$ cat config.mk
export PLATFORM = sky130hd
export DESIGN_NAME = assc_top
export DESIGN_NICKNAME = d
export VERILOG_FILES = /design/src/rtl/assc_pkg.sv /design/src/rtl/assc_top.sv
export SDC_FILE = /design/constraint.sdc
export NUM_CORES = 2
export LEC_CHECK = 0
export BUFFER_PORTS_ARGS = -buffer_cell sky130_fd_sc_hd__buf_2
export CELL_PAD_IN_SITES_DETAIL_PLACEMENT = 1
export CELL_PAD_IN_SITES_GLOBAL_PLACEMENT = 1
export CORE_ASPECT_RATIO = 0.7
export CORE_MARGIN = 2
export CORE_UTILIZATION = 50
export CTS_CLUSTER_SIZE = 12
export DETAILED_ROUTE_END_ITERATION = 8
export PLACE_DENSITY_LB_ADDON = 0.1
export RECOVER_POWER = 25
export SYNTH_ARGS = -nofsm -noshare
export SYNTH_HDL_FRONTEND = slang
export SYNTH_SLANG_ARGS = --single-unit
$ cat constraint.sdc
create_clock -name CLK_I -period 70.8 [get_ports CLK_I]
set_input_delay 7.08 -clock CLK_I [delete_from_list [all_inputs] [get_ports CLK_I]]
set_output_delay 7.08 -clock CLK_I [all_outputs]
set_load 0.02 [all_outputs]
$ cat src/rtl/assc_pkg.sv
// Constants, types and helpers shared by the sample sequencer control block
package assc_pkg;
    // ==========================================
    // Sizes
    localparam int NSEQ = 4;
    localparam int NTRIG = 4;
    localparam int RES_W = 10;
    // ==========================================
    // Register offsets (byte addresses)
    localparam logic [7:0] OFF_ACT = 8'h00;
    localparam logic [7:0] OFF_RIS = 8'h04;
    localparam logic [7:0] OFF_IM = 8'h08;
    localparam logic [7:0] OFF_ISC = 8'h0C;
    localparam logic [7:0] OFF_OVF = 8'h10;
    localparam logic [7:0] OFF_TRG = 8'h14;
    localparam logic [7:0] OFF_UDF = 8'h18;
    localparam logic [7:0] OFF_PRI = 8'h1C;
    localparam logic [7:0] OFF_PSI = 8'h20;
    localparam logic [7:0] OFF_AVG = 8'h24;
    // Sequencer n window at 0x80 + 0x20*n
    localparam logic [4:0] SUB_MUX = 5'h00;
    localparam logic [4:0] SUB_CTL = 5'h04;
    localparam logic [4:0] SUB_FIFO = 5'h08;
    localparam logic [4:0] SUB_FST = 5'h0C;
    // ==========================================
    // Field positions and reset values
    localparam int CB_DIFF = 0;
    localparam int CB_END = 1;
    localparam int CB_IE = 2;
    localparam int CB_TEMP = 3;
    localparam int FST_EMPTY = 8;
    localparam int FST_FULL = 12;
    localparam logic [15:0] PRIO_RST = 16'h3210;
    localparam logic [3:0] TRG_PROC = 4'h0;
    localparam logic [3:0] TRG_ALWAYS = 4'hF;
    localparam logic [2:0] AVG_MAX = 3'h6;
    // ==========================================
    // Timing: one sample slot at 500 ksps
    localparam int SAMPLE_NS = 2000;
    localparam int CLK_NS = 40;
    localparam int PACE_CYC = (SAMPLE_NS + CLK_NS - 1) / CLK_NS;
    // ==========================================
    // Types
    typedef enum logic [1:0] {PH_IDLE, PH_ISSUE, PH_WAIT} assc_phase_t;
    typedef struct packed {
        logic start;
        logic temp;
        logic diff;
        logic [2:0] sel;
    } assc_conv_req_t;
    typedef struct packed {
        logic [3:0] act, ris, im, ovf, udf, pend;
        logic [15:0] trg, pri;
        logic [2:0] avg;
        logic [3:0][31:0] mux, ctl;
        logic [3:0][7:0][9:0] fifo;
        logic [3:0][2:0] head, tail;
        logic [3:0][3:0] cnt;
        assc_phase_t ph;
        logic [1:0] cur;
        logic [2:0] step;
        logic [5:0] nsmp;
        logic [15:0] acc;
        logic [5:0] pace;
        logic [3:0] ts1, ts2, ts3, tstab;
        logic ack;
        logic [31:0] dat;
        assc_conv_req_t conv;
    } assc_state_t;
    // ==========================================
    // Per-sequencer capacity: 8, 4, 4, 1
    function automatic int seq_depth(input logic [1:0] s);
        case (s)
            2'h0: return 8;
            2'h3: return 1;
            default: return 4;
        endcase
    endfunction
    function automatic logic [31:0] step_mask(input logic [1:0] s);
        case (s)
            2'h0: return 32'hFFFF_FFFF;
            2'h3: return 32'h0000_000F;
            default: return 32'h0000_FFFF;
        endcase
    endfunction
    function automatic logic [2:0] ptr_inc(input logic [2:0] p, input logic [1:0] s);
        return (int'(p) == seq_depth(s) - 1) ? 3'h0 : p + 3'h1;
    endfunction
endpackage

$ cat src/rtl/assc_top.sv
// Sample sequencer control: Wishbone registers, arbitration, sequencing, result FIFOs
//
// Our own choices: the Wishbone slave port and the register offsets.
`timescale 1ns/1ps
// Functional notes
// Four sequencers; sequencer 0 has 8 steps/entries, 1 and 2 four, 3 one.
// Each FIFO word is 32 bits, result in the low ten bits.
// Each step has a 4-bit input nibble and a 4-bit control nibble.
// A sequencer runs only while its enable bit is set.
// Software programs steps, trigger and mask before enabling a sequencer.
// The same input may appear in several steps and is sampled each time.
// Per-step interrupt enables are independent; any step may raise the raw interrupt.
// The sequence stops after the step carrying the end bit.
// Each FIFO is circular, read through one address, read pops oldest.
// Status register shows head, tail, full and empty per sequencer.
// Overflow and underflow are recorded in separate status registers.
// Control logic runs on the converter clock derived by fixed division.
// Raw events reach the interrupt output only when masked in.
// One register shows raw status, another only masked-in status.
// Writing one to masked status clears that interrupt; zero does nothing.
// Concurrent triggers are served by priority value, 0 highest, 3 lowest.
// Software gives every active sequencer a distinct priority.
// Each sequencer picks its trigger; processor and always triggers exist.
// Writing the initiate bit starts a sequencer set to processor trigger.
// Always trigger retriggers continuously and can starve lower priorities.
// Sequencing sustains 500 thousand samples per second.
// Hardware averaging combines up to 64 conversions into one result.
// Averaging off after reset; one shared setting for every input.
// Differential step uses pair number n, sampling inputs 2n and 2n+1.
// Priority resets to sequencer 0 highest through sequencer 3 lowest.
// Full FIFO drops result and flags overflow; empty read flags underflow; W1C.
module assc_top
    import assc_pkg::*;
#(
    parameter int PACE = PACE_CYC
) (
    input wire logic CLK_I,
    input wire logic RESET_I,
    input wire logic CYC_I,
    input wire logic STB_I,
    input wire logic WE_I,
    input wire logic [3:0] SEL_I,
    input wire logic [7:0] ADR_I,
    input wire logic [31:0] DAT_I,
    output logic [31:0] DAT_O,
    output logic ACK_O,
    input wire logic [NTRIG-1:0] TRIG_I,
    output assc_conv_req_t CONV_REQ_O,
    input wire logic CONV_DONE_I,
    input wire logic [RES_W-1:0] CONV_DATA_I,
    output logic [NSEQ-1:0] IRQ_O
);
    // ==========================================
    // Elaboration check
    if (PACE < 1 || PACE > 63) begin : g_chk
        $error("PACE must lie in 1..63");
    end

    assc_state_t q, n;
    logic [3:0] hit, gclr, tevt, tsel, nib_sel, nib_ctl;
    logic gv, req, last_smp, pushv, pfull, prio_ok;
    logic [1:0] gi, bp, s;
    logic [31:0] wm, rdv;
    logic [15:0] sum;

    // ==========================================
    // Outputs straight from the state register
    assign DAT_O = q.dat;
    assign ACK_O = q.ack;
    assign CONV_REQ_O = q.conv;
    assign IRQ_O = q.ris & q.im;

    // Merge of old value and bus data under byte enables
    function automatic logic [31:0] bw(input logic [31:0] o, input logic [31:0] d,
                                       input logic [31:0] m);
        return (o & ~m) | (d & m);
    endfunction

    // ==========================================
    // Next-state logic
    always_comb begin
        n = q;
        hit = '0;
        gclr = '0;
        tsel = '0;
        gv = 1'b0;
        gi = '0;
        bp = '0;
        rdv = '0;
        pushv = 1'b0;
        pfull = 1'b0;
        sum = '0;
        last_smp = 1'b0;
        s = ADR_I[6:5];
        req = CYC_I & STB_I & ~q.ack;
        wm = {{8{SEL_I[3]}}, {8{SEL_I[2]}}, {8{SEL_I[1]}}, {8{SEL_I[0]}}};
        nib_sel = q.mux[q.cur][4*q.step +: 4];
        nib_ctl = q.ctl[q.cur][4*q.step +: 4];
        n.ack = req;
        n.dat = '0;
        n.conv.start = 1'b0;
        if (q.pace != 6'h00) begin
            n.pace = q.pace - 6'h01;
        end

        // Trigger pins: a level counts once the second and third stage agree
        n.ts1 = TRIG_I;
        n.ts2 = q.ts1;
        n.ts3 = q.ts2;
        for (int k = 0; k < NTRIG; k++) begin
            if (q.ts2[k] == q.ts3[k]) begin
                n.tstab[k] = q.ts2[k];
            end
        end
        tevt = q.ts2 & q.ts3 & ~q.tstab;

        // Bus access; clears happen before hardware sets so a set wins
        if (req) begin
            if (ADR_I[7]) begin
                if (ADR_I[4:0] == SUB_MUX) begin
                    rdv = q.mux[s];
                    if (WE_I) begin
                        n.mux[s] = bw(q.mux[s], DAT_I, wm) & step_mask(s);
                    end
                end else if (ADR_I[4:0] == SUB_CTL) begin
                    rdv = q.ctl[s];
                    if (WE_I) begin
                        n.ctl[s] = bw(q.ctl[s], DAT_I, wm) & step_mask(s);
                    end
                end else if (ADR_I[4:0] == SUB_FIFO) begin
                    if (!WE_I) begin
                        if (q.cnt[s] == 4'h0) begin
                            n.udf[s] = 1'b1;
                        end else begin
                            rdv = {22'h0, q.fifo[s][q.head[s]]};
                            n.head[s] = ptr_inc(q.head[s], s);
                            n.cnt[s] = q.cnt[s] - 4'h1;
                        end
                    end
                end else if (ADR_I[4:0] == SUB_FST) begin
                    rdv[3:0] = {1'b0, q.tail[s]};
                    rdv[7:4] = {1'b0, q.head[s]};
                    rdv[FST_EMPTY] = q.cnt[s] == 4'h0;
                    rdv[FST_FULL] = q.cnt[s] == 4'(seq_depth(s));
                end
            end else if (ADR_I == OFF_ACT) begin
                rdv[3:0] = q.act;
                if (WE_I) begin
                    n.act = 4'(bw({28'h0, q.act}, DAT_I, wm));
                end
            end else if (ADR_I == OFF_RIS) begin
                rdv[3:0] = q.ris;
            end else if (ADR_I == OFF_IM) begin
                rdv[3:0] = q.im;
                if (WE_I) begin
                    n.im = 4'(bw({28'h0, q.im}, DAT_I, wm));
                end
            end else if (ADR_I == OFF_ISC) begin
                rdv[3:0] = q.ris & q.im;
                if (WE_I) begin
                    n.ris = q.ris & ~(DAT_I[3:0] & wm[3:0]);
                end
            end else if (ADR_I == OFF_OVF) begin
                rdv[3:0] = q.ovf;
                if (WE_I) begin
                    n.ovf = q.ovf & ~(DAT_I[3:0] & wm[3:0]);
                end
            end else if (ADR_I == OFF_UDF) begin
                rdv[3:0] = q.udf;
                if (WE_I) begin
                    n.udf = q.udf & ~(DAT_I[3:0] & wm[3:0]);
                end
            end else if (ADR_I == OFF_TRG) begin
                rdv[15:0] = q.trg;
                if (WE_I) begin
                    n.trg = 16'(bw({16'h0, q.trg}, DAT_I, wm));
                end
            end else if (ADR_I == OFF_PRI) begin
                rdv[15:0] = q.pri & 16'h3333;
                if (WE_I) begin
                    n.pri = 16'(bw({16'h0, q.pri}, DAT_I, wm)) & 16'h3333;
                end
            end else if (ADR_I == OFF_AVG) begin
                rdv[2:0] = q.avg;
                if (WE_I && SEL_I[0]) begin
                    n.avg = (DAT_I[2:0] > AVG_MAX) ? AVG_MAX : DAT_I[2:0];
                end
            end
            n.dat = WE_I ? 32'h0000_0000 : rdv;
        end

        // Trigger selection per sequencer
        for (int i = 0; i < NSEQ; i++) begin
            tsel = q.trg[4*i +: 4];
            if (tsel == TRG_ALWAYS) begin
                hit[i] = 1'b1;
            end else if (tsel == TRG_PROC) begin
                hit[i] = req & WE_I & SEL_I[0] & (ADR_I == OFF_PSI) & DAT_I[i];
            end else if (tsel <= 4'(NTRIG)) begin
                hit[i] = tevt[2'(tsel - 4'h1)];
            end
        end

        // Lowest priority value wins; lower index breaks a tie
        for (int i = 0; i < NSEQ; i++) begin
            if (q.pend[i] && (!gv || q.pri[4*i +: 2] < bp)) begin
                gv = 1'b1;
                gi = 2'(i);
                bp = q.pri[4*i +: 2];
            end
        end

        // Single converter shared by all sequencers
        case (q.ph)
            PH_IDLE: begin
                if (gv) begin
                    n.cur = gi;
                    n.step = 3'h0;
                    n.nsmp = 6'h00;
                    n.acc = 16'h0000;
                    n.ph = PH_ISSUE;
                    gclr[gi] = 1'b1;
                end
            end
            PH_ISSUE: begin
                if (!q.act[q.cur]) begin
                    n.ph = PH_IDLE;
                end else if (q.pace == 6'h00) begin
                    // Spacing keeps the converter at one sample per slot
                    n.conv.start = 1'b1;
                    n.conv.diff = nib_ctl[CB_DIFF];
                    n.conv.temp = nib_ctl[CB_TEMP];
                    n.conv.sel = nib_ctl[CB_DIFF] ? {nib_sel[1:0], 1'b0} : nib_sel[2:0];
                    n.pace = 6'(PACE - 1);
                    n.ph = PH_WAIT;
                end
            end
            PH_WAIT: begin
                if (CONV_DONE_I) begin
                    sum = q.acc + {6'h00, CONV_DATA_I};
                    last_smp = {1'b0, q.nsmp} == (7'h01 << q.avg) - 7'h01;
                    n.acc = sum;
                    n.nsmp = q.nsmp + 6'h01;
                    n.ph = PH_ISSUE;
                    if (last_smp) begin
                        pushv = 1'b1;
                        n.acc = 16'h0000;
                        n.nsmp = 6'h00;
                        if (nib_ctl[CB_IE]) begin
                            n.ris[q.cur] = 1'b1;
                        end
                        if (nib_ctl[CB_END] || int'(q.step) == seq_depth(q.cur) - 1) begin
                            n.ph = PH_IDLE;
                        end else begin
                            n.step = q.step + 3'h1;
                        end
                    end
                end
            end
            default: n.ph = PH_IDLE;
        endcase

        // Result into FIFO; a full FIFO keeps its contents
        if (pushv) begin
            pfull = q.cnt[q.cur] == 4'(seq_depth(q.cur));
            if (pfull) begin
                n.ovf[q.cur] = 1'b1;
            end else begin
                n.fifo[q.cur][q.tail[q.cur]] = 10'(sum >> q.avg);
                n.tail[q.cur] = ptr_inc(q.tail[q.cur], q.cur);
                n.cnt[q.cur] = n.cnt[q.cur] + 4'h1;
            end
        end
        n.pend = ((q.pend & ~gclr) | hit) & n.act;
    end

    // ==========================================
    // State register
    always_ff @(posedge CLK_I or posedge RESET_I) begin
        if (RESET_I) begin
            q <= '0;
            q.pri <= PRIO_RST;
        end else begin
            q <= n;
        end
    end

    // ==========================================
    // Checks
    always_comb begin
        prio_ok = 1'b1;
        for (int j = 0; j < NSEQ; j++) begin
            if (q.pend[j] && q.pri[4*j +: 2] < q.pri[4*gi +: 2]) begin
                prio_ok = 1'b0;
            end
        end
    end
endmodule

* Word-level counts from Yosys, hierarchy flattened
Cells that the tools add are included.
** Storage, ports and cells
- Bits in registers :: 757
- Bits of input ports :: 64
- Output and inout bits :: 43
- Word-level logic and storage cells :: 476
** Cells by class
- $add $sub $neg :: 16
- Order comparisons :: 21
- Eq/ne operators :: 45
- Shift-type cells :: 4
- Mux-type cells :: 210
- Bitwise gates (word level) :: 56
- Reductions and logical operators :: 44
** Operators with widths (count)
- two-way mux 32 bit :: 29
- bitwise mux 320 bit :: 1
- two-way mux 16 bit :: 17
- binary-select mux 32 bit (select 2 bit) :: 4
- bitwise mux 128 bit :: 2
- two-way mux 4 bit :: 44
- AND 32 bit :: 5
- binary-select mux 80 bit (select 2 bit) :: 1
- demux 80 bit (select 2 bit) :: 1
- two-way mux 80 bit :: 2
- equality test 4 x 32 -> 1 bit :: 3
- subtractor 32 x 2 -> 32 bit, second input constant :: 3
- two-way mux 12 bit :: 6
- demux 32 bit (select 2 bit) :: 1
- OR 32 bit :: 2
- case mux 32 bit (2 select lines) :: 1
- two-way mux 25 bit :: 2
- case mux 25 bit (2 select lines) :: 1
- AND 4 bit :: 11
- two-way mux 6 bit :: 7
- two-way mux 3 bit :: 13
- bitwise mux 16 bit :: 2
- equality test 8 x 5 -> 1 bit, second input constant :: 4
- inverter 32 bit :: 1
- 81 further kinds :: 233

* Longest topological paths before layout
- Word-level depth :: 23
- Gate-level depth with buffers :: 20

* Worst setup path before layout
OpenSTA, ideal clock, no wires.
- Path kind :: input port to flip-flop
- Start :: in ADR_I[5]
- End :: reg q[100] in the netlist's numbering
- Arrival time :: 10.062 ns
- Path slack :: 60.602 ns
- Stages on the path :: 12
- Cell sequence :: buf_6 -> mux4_2 -> inv_1 -> ha_1 -> nor3b_4 -> or3_1 -> buf_6 -> mux2_2 -> mux4_2 -> ha_1 -> xor2_1 -> mux2i_1
** RTL lines
- start, declared :: line assc_top.sv:43 : input wire logic [7:0] ADR_I,
- end signal, assigned :: line assc_top.sv:284 : q <= n;
- end, declared :: line assc_top.sv:59 : assc_state_t q, n;

==> results.rst <==
.. list-table::
   :header-rows: 1

   * - Metric
     - Value
   * - Hold violation count in the final report
     - 0
   * - Fill cells
     - between 8,000 and 9,000
   * - Commonest register cell after synthesis
     - sky130_fd_sc_hd__dfrtp_1
   * - Endpoint of the worst-slack reg-to-reg timing path
     - CONV_REQ_O[3]$_DFFE_PP0P_
   * - Transition time at the pin with the least slew margin
     - around 7.4 ns
   * - Setup repair after global routing missed its margin
     - no
   * - Combinational family with the most area after synthesis
     - multiplexers
   * - Final instance area
     - 42,900 um^2
   * - Mean instance size in the synthesized netlist
     - 10.9 um^2
   * - Post-synthesis sequential element count
     - 757
   * - Worst hold slack across all endpoints
     - between 0.3 and 0.4 ns
   * - Simple-gate share of the synthesized area
     - 11.9%
   * - Power density over cell area
     - 21.2 nW/um^2
   * - Overall die area
     - 81,000 um^2
   * - Endpoint of the worst hold path
     - n[45]$_DFF_PP0_
   * - Cts repair resizes
     - 0
   * - Pins Over Slew Limit
     - 374
   * - Headroom to the max-slew limit
     - -395%
   * - Synthesized netlist net count
     - around 3,700
   * - Result of the run
     - finished, violations left
   * - Routing usage on met1
     - a little under half
   * - Placed cells
     - between 4,000 and 5,000
   * - Crit Path Max Fanout
     - ~140
   * - Xor and xnor area share after synthesis
     - less than 1%
   * - Area of the core
     - 78,300 um^2
   * - Die Width
     - 339 um
   * - Number of failing setup endpoints in the final timing report
     - 0
   * - Initial core utilization
     - about half
   * - Most heavily used metal layer in global routing
     - met2
   * - Initial antenna violation count
     - 7
   * - Most common library cells after synthesis
     - 753 x sky130_fd_sc_hd__dfrtp_1, 573 x sky130_fd_sc_hd__nand2_1, 347 x sky130_fd_sc_hd__o21ai_0
   * - Count of input and output buffers
     - roughly 110
   * - Number of DRC markers in iteration 0
     - between 2,000 and 3,000
   * - RD Place Congestion
     - about 0.96
   * - Final worst clock skew
     - between 0.02 and 0.03 ns
   * - Number of global-route vias before repair
     - approximately 32,000
   * - GRT overflow
     - 0
   * - DR vias/cell
     - approximately 6.5
   * - IR drop worst, VDD
     - approximately 0.000016 V
   * - Placed Instance Area
     - 40,500 um^2
   * - Part of the Yosys area used for sequential elements
     - roughly half
   * - Cell Area, Synth
     - about 40,000 um^2
   * - Pin count of the biggest net entering global routing
     - about 140
   * - FMAX
     - 57.6 MHz
   * - Cell depth of the worst hold path
     - 0
   * - GRT met2 Usage
     - 49.1%
   * - Maximum number of buffers from clock root to sink
     - 3
   * - CTS H-tree lvls
     - 3
   * - Number of instances in the synthesized netlist
     - approximately 3,600
   * - Violations in the final reports
     - capacitance limit, slew limit
   * - Startpoint of the most critical hold path
     - n[49]$_DFF_PP0_
   * - Overall routed net length
     - 131 mm
   * - Worst-skew pair later-pin latency
     - roughly 0.65 ns
   * - Data arrival time at the worst-slack endpoint
     - 16.27 ns
   * - Post-synthesis share of cell area spent on full adders, half adders and majority gates
     - approximately 1.5%
   * - Type of the most critical hold path
     - flip-flop to flip-flop
   * - Final Total Pwr
     - ~910 uW
   * - Global routing usage on met3
     - 7.28%
   * - Element type at the critical path start
     - input port
   * - Kind of end point of the critical path
     - async pin
   * - Static leakage
     - 0.0187 uW
   * - Final instance count without filler cells
     - about 4,700
   * - Library cell with the largest summed area after synthesis
     - sky130_fd_sc_hd__dfrtp_1
   * - Mux cell area share after synthesis
     - between 20% and 30%
   * - Share of cells above drive strength 1
     - between 20% and 30%
   * - Critical Path Source
     - RESET_I
   * - Number of iterations in the first detailed-routing pass
     - 5
   * - Total Neg Setup Slack
     - 0 ns
   * - Die Height
     - 239 um
   * - Maxcap violations
     - 5
   * - Nets
     - between 3,000 and 4,000
   * - Minimum clock period
     - around 17 ns
   * - Post-route fraction of the period consumed by the critical path
     - 24.5%
   * - Count of vias placed by the detailed router
     - around 30,000
   * - Number of buffers inserted for hold repair after clock tree synthesis
     - 0
   * - Global-route wire length before repair
     - about 200 mm
   * - Post-DRT Antenna Nets
     - 0
   * - Clock root buffer
     - sky130_fd_sc_hd__clkbuf_16
   * - Final HPWL DP
     - roughly 88 mm
   * - Fraction of post-synthesis cell area in the top cell type by area
     - a little under half
   * - Ys Warns
     - 0
   * - Worst Path Class, Setup
     - input port to async pin
   * - Wire length per cell after detailed routing
     - 28.3 um
   * - Gr usage total
     - around a third
   * - Top cells by area in the synthesized netlist
     - sky130_fd_sc_hd__dfrtp_1 48%, sky130_fd_sc_hd__mux4_2 11%, sky130_fd_sc_hd__mux2_2 7.5%, sky130_fd_sc_hd__nand2_1 5.5%, sky130_fd_sc_hd__o21ai_0 4.4%
   * - Critical register-to-register path startpoint
     - q[86]$_DFFE_PP0P_
   * - Count of unique library cells instantiated by Yosys
     - 84
   * - Total number of placement rows
     - 86
   * - Ys async rst share
     - 100%
   * - TritonCTS Sinks
     - 757
   * - Dominant cell by count in the synthesized netlist
     - sky130_fd_sc_hd__dfrtp_1
   * - TritonCTS clock tree
     - done
   * - Post CTS Setup Buffer Count
     - 0
   * - Reg2reg setup slack
     - around 65 ns
   * - Number of buffers inserted during clock tree synthesis
     - 79
   * - Area Growth Syn to Fin
     - 8.89%
   * - Required time at the endpoint of the critical path
     - between 60 and 70 ns
   * - Cell depth of the worst flop-to-flop path
     - 7
   * - Clock input transition at the sequential cells of the worst setup and hold paths
     - around 0.06 ns
   * - Share of the synthesized area in compound gates (AO/OA/AOI/OAI)
     - 11.6%
   * - Total I/O pin count
     - roughly 110
   * - DRC
     - 0
   * - Number of flops mapped to enable cells by yosys
     - 0
[critical path, stage by stage]
cell and delay [ns]:
sky130_fd_sc_hd__clkbuf_1 0.08, sky130_fd_sc_hd__clkinvlp_2 3.42, sky130_fd_sc_hd__clkbuf_1 5.38
[registers in the layout, summed over array words and instances (netlist names), named ones only]
name	cells
ACK_O	1
CONV_REQ_O	6
DAT_O	32
n	8
q	682
[per-stage QoR]
stage	utilization, %	worst slack [ns]
after global routing	54.7	51.50
after global placement	51.7	59.02
after CTS	54.8	59.50
final	54.7	53.43
after floorplan	-	42.48
after detailed placement	51.7	58.88
[cell type report]
class | count | area [um^2] | area share (%)
repair buffers | 161 | 910 | 2.12
clock inverters | 13 | 136 | 0.318
diodes | 2 | 5.00 | 0.0117
inverters | 45 | 170 | 0.397
clock buffers | 117 | 2320 | 5.42
well taps | 1056 | 1320 | 3.08
flip-flops and latches | 757 | 19000 | 44.2
multi-input cells | 2501 | 19100 | 44.4
[cells in the final DEF, fill, tap and decap left out, drive strengths merged, types with 33 or more instances in the layout]
| cell | count |
|---|---|
| a21oi | 187 |
| and2 | 33 |
| buf | 127 |
| clkbuf | 151 |
| dfrtp | 753 |
| ha | 46 |
| inv | 44 |
| mux2 | 265 |
| mux2i | 137 |
| mux4 | 200 |
| nand2 | 573 |
| nand2b | 37 |
| nand3 | 90 |
| nor2 | 158 |
| nor2b | 35 |
| nor3 | 60 |
| o211ai | 37 |
| o21ai | 348 |
| o221ai | 41 |
[how the worst max path moves through the flow]
stage	to	slack [ns]	depth (start not counted)
floorplan	ACK_O$_DFF_PP0_	42.48	1
detailed placement	q[96]$_DFF_PP0_	58.88	12
global route	q[73]$_DFFE_PP0P_	51.50	3
global placement	q[92]$_DFF_PP0_	59.02	12
finish	q[73]$_DFFE_PP0P_	53.43	3
CTS	q[93]$_DFF_PP0_	59.50	12
[where the power goes]
part / switching (uW) / leakage (uW) / internal [uW]
Clock: 178 / 0.00121 / 233
Sequential: 3.11 / 0.0105 / 437
Combinational: 40.2 / 0.00702 / 18.4
[cell families (layout without fill, tap and decap cells)]
group                    count (synthesis)  after routing
AO/OA/AOI/OAI                          773            773
XOR/XNOR                                25             25
adder cells (fa/ha/maj)                 47             47
buffers and inverters                  344            336
flip-flops                             757            757
multiplexers                           602            602
other                                    0              2
AND/OR/NAND/NOR                       1054           1054
[per-layer routing]
layer / wire length (um) / up-vias / share of wire [%]
met5: 13 / - / 0.0099
met3: 10900 / 233 / 8.3
met1: 58500 / 16100 / 45
li1: - / 12900 / -
met4: 3210 / 2 / 2.4
met2: 58800 / 1260 / 45
(Power assumes the default switching activity.)
